[src/pll_cfg_pkg.sv]
// Purpose: Shared constants for the divider and output-9 configuration bank
// Assumes: Serial framing is done outside; words arrive as 32 parallel bits
// Notes: Bit positions are serial word positions, storage bit plus four
`default_nettype none
package pll_cfg_pkg;
  // ------------------------------------------------------------------
  // Word layout
  // ------------------------------------------------------------------
  localparam int WORD_W = 32;
  localparam int ADDR_W = 4;
  localparam int DIV_W = 14;
  localparam logic [3:0] OUT9_REG_ADDR = 4'h9;
  localparam logic [3:0] PLL_DIVIDER_MODULI = 4'ha;
  localparam int REF_DIV_LSB = 4;
  localparam int FB_DIV_LSB = 18;
  localparam int POS_X_BIT = 26;
  localparam int POS_Y_BIT = 27;
  localparam int NEG_X_BIT = 28;
  localparam int NEG_Y_BIT = 29;
  localparam int BUF_X_BIT = 30;
  localparam int BUF_Y_BIT = 31;
  // ------------------------------------------------------------------
  // Encodings, as {x, y}
  // ------------------------------------------------------------------
  localparam logic [1:0] PIN_ACTIVE = 2'h0;
  localparam logic [1:0] PIN_OFF = 2'h1;
  localparam logic [1:0] PIN_INVERT = 2'h2;
  localparam logic [1:0] PIN_LOW = 2'h3;
  localparam logic [1:0] BUF_SINGLE = 2'h0;
  localparam logic [1:0] BUF_LOW_SWING = 2'h3;
  // ------------------------------------------------------------------
  // Values after reset, before the non-volatile load
  // ------------------------------------------------------------------
  localparam logic [13:0] REF_DIV_RST = 14'h0000;
  localparam logic [13:0] FB_DIV_RST = 14'h0000;
  localparam logic [1:0] PIN_MODE_RST = 2'h0;
  localparam logic [1:0] BUF_TYPE_RST = 2'h0;
endpackage : pll_cfg_pkg
`default_nettype wire

[src/pin_mode_if.sv]
// Purpose: Carries one output-9 pin mode and its decoded controls
// Assumes: One instance per pin
// Notes: Mode is {x, y}
`default_nettype none
interface pin_mode_if;
  logic [1:0] mode;
  logic enable;
  logic drive;
  logic invert;
  logic force_low;
  modport ctrl (output mode, output enable,
                input drive, input invert, input force_low);
  modport dec (input mode, input enable,
               output drive, output invert, output force_low);
endinterface : pin_mode_if
`default_nettype wire

[src/pin_mode_decoder.sv]
// Purpose: Decodes a two-bit single-ended pin mode into pin controls
// Assumes: Enable is high only while the buffer is single-ended
// Notes: Code 01 is treated as pin off
`default_nettype none
module pin_mode_decoder
  import pll_cfg_pkg::*;
(
  pin_mode_if.dec pin
);
  always_comb
  begin
    pin.drive = 1'b0;
    pin.invert = 1'b0;
    pin.force_low = 1'b0;
    if (pin.enable)
    begin
      case (pin.mode)
        PIN_ACTIVE: pin.drive = 1'b1;
        PIN_INVERT:
        begin
          pin.drive = 1'b1;
          pin.invert = 1'b1;
        end
        PIN_LOW: pin.force_low = 1'b1;
        default: pin.drive = 1'b0;
      endcase
    end
  end
endmodule : pin_mode_decoder
`default_nettype wire

[src/pll_divider_config_regs.sv]
// Purpose: Holds divider moduli and output-9 type and pin modes
// Assumes: Words and non-volatile load arrive synchronous to sys_clk
// Notes: A load in the same cycle as a write wins over the write
`default_nettype none
module pll_divider_config_regs
  import pll_cfg_pkg::*;
#(
  parameter int DIV_BITS = DIV_W
)
(
  input wire logic sys_clk,
  input wire logic rst_b,
  input wire logic cfg_wr_valid,
  input wire logic [31:0] cfg_wr_word,
  input wire logic cfg_rd_req,
  input wire logic [3:0] cfg_rd_addr,
  output logic cfg_rd_ack,
  output logic cfg_rd_hit,
  output logic [31:0] cfg_rd_word,
  input wire logic nv_load,
  input wire logic [13:0] nv_ref_div,
  input wire logic [13:0] nv_fb_div,
  input wire logic [5:0] nv_out9_bits,
  output logic [13:0] ref_div,
  output logic [13:0] fb_div,
  output logic [1:0] out9_buffer_type,
  output logic out9_single_ended,
  output logic out9_low_swing_diff,
  output logic out9_pos_drive,
  output logic out9_pos_invert,
  output logic out9_pos_force_low,
  output logic out9_neg_drive,
  output logic out9_neg_invert,
  output logic out9_neg_force_low
);
  // ------------------------------------------------------------------
  // Parameter check
  // ------------------------------------------------------------------
  if (DIV_BITS != DIV_W || 2 * DIV_BITS + ADDR_W != WORD_W)
  begin : g_bad_width
    $error("Divider width must fill the word beside the address");
  end

  typedef struct packed {
    logic [13:0] ref_div;
    logic [13:0] fb_div;
    logic [1:0] pos_mode;
    logic [1:0] neg_mode;
    logic [1:0] buf_type;
    logic rd_ack;
    logic rd_hit;
    logic [31:0] rd_word;
  } state_t;

  state_t st_q;
  state_t st_d;
  logic wr_div;
  logic wr_out9;
  pin_mode_if pos_pin ();
  pin_mode_if neg_pin ();

  // ------------------------------------------------------------------
  // Write decode
  // ------------------------------------------------------------------
  // address decode
  assign wr_div = cfg_wr_valid && cfg_wr_word[3:0] == PLL_DIVIDER_MODULI;
  assign wr_out9 = cfg_wr_valid && cfg_wr_word[3:0] == OUT9_REG_ADDR;

  always_comb
  begin
    st_d = st_q;
    if (nv_load)
    begin
      st_d.ref_div = nv_ref_div;
      st_d.fb_div = nv_fb_div;
      st_d.pos_mode = {nv_out9_bits[0], nv_out9_bits[1]};
      st_d.neg_mode = {nv_out9_bits[2], nv_out9_bits[3]};
      st_d.buf_type = {nv_out9_bits[4], nv_out9_bits[5]};
    end
    else
    begin
      if (wr_div)
      begin
        st_d.ref_div = cfg_wr_word[REF_DIV_LSB +: 14];
        st_d.fb_div = cfg_wr_word[FB_DIV_LSB +: 14];
      end
      if (wr_out9)
      begin
        st_d.pos_mode = {cfg_wr_word[POS_X_BIT], cfg_wr_word[POS_Y_BIT]};
        st_d.neg_mode = {cfg_wr_word[NEG_X_BIT], cfg_wr_word[NEG_Y_BIT]};
        st_d.buf_type = {cfg_wr_word[BUF_X_BIT], cfg_wr_word[BUF_Y_BIT]};
      end
    end
    // Readback of a mapped address echoes it in the low bits; unmapped reads return zero
    st_d.rd_ack = cfg_rd_req;
    st_d.rd_hit = 1'b0;
    st_d.rd_word = 32'h0000_0000;
    if (cfg_rd_req)
    begin
      case (cfg_rd_addr)
        PLL_DIVIDER_MODULI:
        begin
          st_d.rd_hit = 1'b1;
          st_d.rd_word = {st_q.fb_div, st_q.ref_div, PLL_DIVIDER_MODULI};
        end
        OUT9_REG_ADDR:
        begin
          st_d.rd_hit = 1'b1;
          st_d.rd_word[3:0] = OUT9_REG_ADDR;
          st_d.rd_word[POS_X_BIT] = st_q.pos_mode[1];
          st_d.rd_word[POS_Y_BIT] = st_q.pos_mode[0];
          st_d.rd_word[NEG_X_BIT] = st_q.neg_mode[1];
          st_d.rd_word[NEG_Y_BIT] = st_q.neg_mode[0];
          st_d.rd_word[BUF_X_BIT] = st_q.buf_type[1];
          st_d.rd_word[BUF_Y_BIT] = st_q.buf_type[0];
        end
        default: st_d.rd_hit = 1'b0;
      endcase
    end
  end

  always_ff @(posedge sys_clk or negedge rst_b)
  begin
    if (!rst_b)
    begin
      st_q <= '{ref_div: REF_DIV_RST, fb_div: FB_DIV_RST,
                 pos_mode: PIN_MODE_RST, neg_mode: PIN_MODE_RST,
                 buf_type: BUF_TYPE_RST, rd_ack: 1'b0, rd_hit: 1'b0,
                 rd_word: 32'h0000_0000};
    end
    else
    begin
      st_q <= st_d;
    end
  end

  // ------------------------------------------------------------------
  // Output 9 pin control
  // ------------------------------------------------------------------
  // single-ended gating
  assign out9_single_ended = st_q.buf_type == BUF_SINGLE;
  assign out9_low_swing_diff = st_q.buf_type == BUF_LOW_SWING;
  assign pos_pin.mode = st_q.pos_mode;
  assign pos_pin.enable = out9_single_ended;
  assign neg_pin.mode = st_q.neg_mode;
  assign neg_pin.enable = out9_single_ended;

  pin_mode_decoder u_pos_dec (
    .pin (pos_pin)
  );

  pin_mode_decoder u_neg_dec (
    .pin (neg_pin)
  );

  assign out9_pos_drive = pos_pin.drive;
  assign out9_pos_invert = pos_pin.invert;
  assign out9_pos_force_low = pos_pin.force_low;
  assign out9_neg_drive = neg_pin.drive;
  assign out9_neg_invert = neg_pin.invert;
  assign out9_neg_force_low = neg_pin.force_low;
  assign ref_div = st_q.ref_div;
  assign fb_div = st_q.fb_div;
  assign out9_buffer_type = st_q.buf_type;
  assign cfg_rd_ack = st_q.rd_ack;
  assign cfg_rd_hit = st_q.rd_hit;
  assign cfg_rd_word = st_q.rd_word;

  // ------------------------------------------------------------------
  // Checks
  // ------------------------------------------------------------------
  other_addr_keeps_a: assert property (
    @(posedge sys_clk) disable iff (!rst_b)
    (!nv_load && !(cfg_wr_valid && cfg_wr_word[3:0] == PLL_DIVIDER_MODULI))
    |=> $stable(ref_div) && $stable(fb_div))
    else $error("Divider changed without a divider word");
  unmapped_read_a: assert property (
    @(posedge sys_clk) disable iff (!rst_b)
    (cfg_rd_req && cfg_rd_addr != PLL_DIVIDER_MODULI
     && cfg_rd_addr != OUT9_REG_ADDR)
    |=> cfg_rd_ack && !cfg_rd_hit && cfg_rd_word == 32'h0000_0000)
    else $error("Unmapped read not answered empty");
  read_answer_a: assert property (
    @(posedge sys_clk) disable iff (!rst_b)
    !cfg_rd_req |=> !cfg_rd_ack && !cfg_rd_hit
      && cfg_rd_word == 32'h0000_0000)
    else $error("Read answer outside the cycle after a request");
  ref_div_load_a: assert property (
    @(posedge sys_clk) disable iff (!rst_b)
    (!nv_load && cfg_wr_valid && cfg_wr_word[3:0] == PLL_DIVIDER_MODULI)
    |=> ref_div == $past(cfg_wr_word[17:4]))
    else $error("Reference divider not taken from bits 4 to 17");
  nv_load_wins_a: assert property (
    @(posedge sys_clk) disable iff (!rst_b)
    nv_load |=> ref_div == $past(nv_ref_div) && fb_div == $past(nv_fb_div))
    else $error("Non-volatile load did not set the dividers");
  fb_div_load_a: assert property (
    @(posedge sys_clk) disable iff (!rst_b)
    (!nv_load && cfg_wr_valid && cfg_wr_word[3:0] == PLL_DIVIDER_MODULI)
    |=> fb_div == $past(cfg_wr_word[31:18]))
    else $error("Feedback divider not taken from bits 18 to 31");
  div_readback_a: assert property (
    @(posedge sys_clk) disable iff (!rst_b)
    (cfg_rd_req && cfg_rd_addr == PLL_DIVIDER_MODULI)
    |=> cfg_rd_ack && cfg_rd_hit
      && cfg_rd_word == {$past(fb_div), $past(ref_div), PLL_DIVIDER_MODULI})
    else $error("Divider readback wrong");
  neg_pin_low_a: assert property (
    @(posedge sys_clk) disable iff (!rst_b)
    (out9_single_ended && st_q.neg_mode == PIN_LOW)
    |-> out9_neg_force_low && !out9_neg_drive)
    else $error("Negative pin code 11 not forced low");
  neg_pin_inv_a: assert property (
    @(posedge sys_clk) disable iff (!rst_b)
    (out9_single_ended && st_q.neg_mode == PIN_INVERT)
    |-> out9_neg_drive && out9_neg_invert && !out9_neg_force_low)
    else $error("Negative pin code 10 not inverted");
  pins_idle_a: assert property (
    @(posedge sys_clk) disable iff (!rst_b)
    (out9_buffer_type != BUF_SINGLE) |-> !(out9_pos_drive || out9_neg_drive
      || out9_pos_force_low || out9_neg_force_low))
    else $error("Pin mode acted outside single-ended type");
  pos_pin_inv_a: assert property (
    @(posedge sys_clk) disable iff (!rst_b)
    (!nv_load && cfg_wr_valid && cfg_wr_word[3:0] == OUT9_REG_ADDR
     && cfg_wr_word[31:26] == 6'h01)
    |=> out9_pos_invert && !out9_neg_invert && out9_single_ended)
    else $error("Positive pin invert code not applied alone");
  pos_pin_low_a: assert property (
    @(posedge sys_clk) disable iff (!rst_b)
    (out9_single_ended && st_q.pos_mode == PIN_LOW)
    |-> out9_pos_force_low && !out9_pos_drive)
    else $error("Positive pin code 11 not forced low");
  buf_type_sel_a: assert property (
    @(posedge sys_clk) disable iff (!rst_b)
    (!nv_load && cfg_wr_valid && cfg_wr_word[3:0] == OUT9_REG_ADDR
     && cfg_wr_word[31:30] == 2'h3)
    |=> out9_low_swing_diff && !out9_single_ended)
    else $error("Low-swing buffer type not selected");
endmodule : pll_divider_config_regs
`default_nettype wire

[config.mk]
export PLATFORM = sky130hd
export DESIGN_NAME = pll_divider_config_regs
export DESIGN_NICKNAME = d
export VERILOG_FILES = /design/src/pll_cfg_pkg.sv /design/src/pin_mode_if.sv /design/src/pin_mode_decoder.sv /design/src/pll_divider_config_regs.sv
export SDC_FILE = /design/constraint.sdc
export NUM_CORES = 1
export LEC_CHECK = 0
export BUFFER_PORTS_ARGS = -buffer_cell sky130_fd_sc_hd__buf_2
export CORE_MARGIN = 2
export CORE_UTILIZATION = 49
export DETAILED_ROUTE_END_ITERATION = 16
export GPL_TIMING_DRIVEN = 0
export PLACE_DENSITY = 0.83
export SLEW_MARGIN = 20
export SYNTH_ARGS = -nofsm -noshare
export SYNTH_HDL_FRONTEND = slang
export SYNTH_SLANG_ARGS = --single-unit
export TNS_END_PERCENT = 50
[constraint.sdc]
create_clock -name sys_clk -period 1.4 [get_ports sys_clk]
set_input_delay 0.14 -clock sys_clk [delete_from_list [all_inputs] [get_ports sys_clk]]
set_output_delay 0.14 -clock sys_clk [all_outputs]
set_load 0.01 [all_outputs]
==> results.sh <==
export IMPL_vias=2757
export IMPL_setup_slack_ns=0.0151
export IMPL_cts_root_buf="clkbuf_8"
export IMPL_max_cap_violations=0
export IMPL_fp_dieW_um=82.2
export IMPL_diodes=0
export IMPL_htree_levels=3
export IMPL_grt_use_total_pct=24.7
export IMPL_r2r_slack_ns=0.35
export IMPL_fin_skew_ns=0.00762
export IMPL_antenna_found_initial=0
export IMPL_synth_top_area_share_pct=55.2
export IMPL_tritoncts="built"
export IMPL_cp_required_ns=1.26
export IMPL_max_stage_delay_ns=0.44
export IMPL_clockBufferDepth=2
export IMPL_cts_clk_slew_worst_paths_ns=0.07
export IMPL_synth_seq_cells=66
export IMPL_r2r_end="cfg_rd_word[31]"
export IMPL_status="complete, no violations"
export IMPL_ir_drop_v=0.000598
export IMPL_ys_types=28
export IMPL_hold_depth=2
export IMPL_r2r_start="out9_buffer_type[0]"
export IMPL_dpl_hpwl_mm=6.02
export IMPL_dp_cells=495
export IMPL_core_area_um2=5920
export IMPL_hold_start="cfg_rd_addr[1]"
export IMPL_slew_viol_final=0
export IMPL_drive_gt1_share_pct=44.9
export IMPL_most_common_layout_cells="buf_2, dfrtp_1, nor2b_1"
export IMPL_synth_cells=275
export IMPL_grt_ovfl_total=0
export IMPL_ant_nets=0
export IMPL_layout_nets=511
export IMPL_drtPass1Iterations=4
export IMPL_port_buffers=144
export IMPL_drc=0
export IMPL_cts_inserted_buffers=9
export IMPL_hold_viol_final=0
export IMPL_crit_fanout=4
export IMPL_hold_class="input port to register"
export IMPL_drtIter0Drc=108
export IMPL_critical_path_class="register to output port"
export IMPL_leakage_nw=2.09
export IMPL_num_rows=28
export IMPL_finalCriticalPeriod_ns=1.38
export IMPL_grt_pass1_vias=2602
export IMPL_netlist_area_um2=2990
export IMPL_postSynthAreaPerCell_um2=10.9
export IMPL_path_buf_inv=1
export IMPL_cp_end_kind="output port"
export IMPL_die_area_um2=6750
export IMPL_whs_endpoint="cfg_rd_word[0]"
export IMPL_yosys_area_top_type="dfrtp_1"
export IMPL_critPathSlowestCell="dfrtp_2"
export IMPL_die_h_um=82.2
export IMPL_initial_core_util_pct=50.5
export IMPL_areaGrowthSynthToFinish_pct=37.5
export IMPL_grt_max_degree=54
export IMPL_num_io_pins=147
export IMPL_place_ws_ns=0.173
export IMPL_ys_warn_count=0
export IMPL_crit_path_start_kind="register"
export IMPL_rsz0062_at_grt="true"
export IMPL_avgRoutedWirePerCell_um=16.1
export IMPL_holdWs_ns=0.0311
export IMPL_fmax_ghz=0.722
export IMPL_timing_final_crit_share_pct=98.9
export IMPL_insertion_delay_ns=0.35
export IMPL_grt_pass1_wl_mm=12.3
export IMPL_final_common_cell="buf_2"
export IMPL_setup_tns_ns=0
export IMPL_finalPower_mw=4.62
export IMPL_vias_per_cell=5.34
export IMPL_cp_top_family="flip-flops"
export IMPL_finalWeightedCongestion=0.811
export IMPL_cts_sinks=66
export IMPL_synth_area_leaders="dfrtp_1, nor2b_1, a31oi_1"
export IMPL_wl_mm=8.32
export IMPL_cp_data_arrival_time_ns=1.24
export IMPL_finalSetupViolations=0
export IMPL_seq_area_frac_synth_pct=55.2
export IMPL_worst_r2r_path_depth=3
export IMPL_pwr_density_cell_nw_per_um2=1120
export IMPL_crit_path_cell_trace="nor3_2, and2_1, buf_2"
export IMPL_synth_nets=350
export IMPL_fin_cells=516
==> cell families (layout without fill, tap and decap cells) <==
logic type | after synthesis | in the layout | share of synthesized area [%]
other cells | 1 | 1 | 0.125
compound gates | 108 | 108 | 20.2
flops | 66 | 66 | 55.2
buf+inv | 25 | 191 | 7.27
simple gates | 75 | 75 | 17.2
==> power by group <==
| group | switching [mW] | total (mW) | internal (mW) |
|---|---|---|---|
| Combinational | 0.366 | 0.693 | 0.327 |
| Clock | 0.772 | 1.83 | 1.05 |
| Sequential | 0.0856 | 2.10 | 2.02 |
==> cells in the mapped netlist <==
master    number
dfrtp_1       66
nor2b_1       35
a21oi_1       34
a31oi_1       34
o21ai_0       30
and2_1        22
buf_6          9
a22o_1         6
buf_2          4
buf_4          4
o21ai_1        4
clkbuf_1       3
clkbuf_2       3
and2_2         2
and3_1         2
buf_12         2
nor2_1         2
nor3_1         2
nor3b_4        2
and3b_1        1
conb_1         1
nand2_1        1
nand2b_1       1
nand3b_1       1
nand3b_4       1
nor2b_4        1
or2_2          1
or2b_2         1
==> layer usage <==
layer / track usage (%) / vias to the layer above / part of all wire (%)
li1: - / 1293 / -
met1: 29.7 / 1313 / 39
met2: 41.4 / 132 / 52
met3: 5.33 / 19 / 6.9
met4: 13.7 / 0 / 2.5
met5: 0 / - / 0
==> state kept, by name, indices dropped and copies added (netlist names) <==
name              flops
cfg_rd_ack            1
cfg_rd_word          31
fb_div               14
neg_pin.mode          2
out9_buffer_type      2
pos_pin.mode          2
ref_div              14
==> stage by stage <==
stage / area [um^2] / utilization [%]
finish: 4120 / 69.5
global route: 4120 / 69.5
floorplan: 2990 / -
CTS: 4110 / 69.4
detailed placement: 3840 / 64.8
global placement: 3810 / 64.3
==> what timing repair did <==
action                                  CTS  global route
hold buffers                              2             0
endpoints found under the hold margin    67             0
buffers inserted                          2             1
gates resized for setup                   4             0
endpoints found under the setup margin    4             4
==> worst register-to-register path: cells and delay by family (launching register included) <==
family	cells	cell delay, ns
compound gates	1	0.20
buf+inv	2	0.28
flops	1	0.46
==> area by class of cell <==
cell class	instances	area [um^2]
buffer	25	218
tap	75	93.8
fill	471	1800
timing repair buffer	150	793
multi-input combinational	184	1130
clock buffer	10	138
sequential	66	1650
clock inverter	6	88.8
==> how the worst max path moves through the flow <==
stage | start | endpoint | slack [ns] | cells after the start
after CTS | out9_buffer_type[1] | out9_pos_invert | -0.009 | 3
after global placement | rst_b | ref_div[10] | -0.05 | 1
after global routing | out9_buffer_type[1] | out9_pos_invert | -0.08 | 3
after floorplan | out9_buffer_type[1] | out9_pos_invert | 0.22 | 2
after detailed placement | cfg_wr_word[2] | fb_div[9] | 0.17 | 5
final | out9_buffer_type[1] | out9_pos_invert | 0.02 | 3
Power figures use the tool's default switching activity.
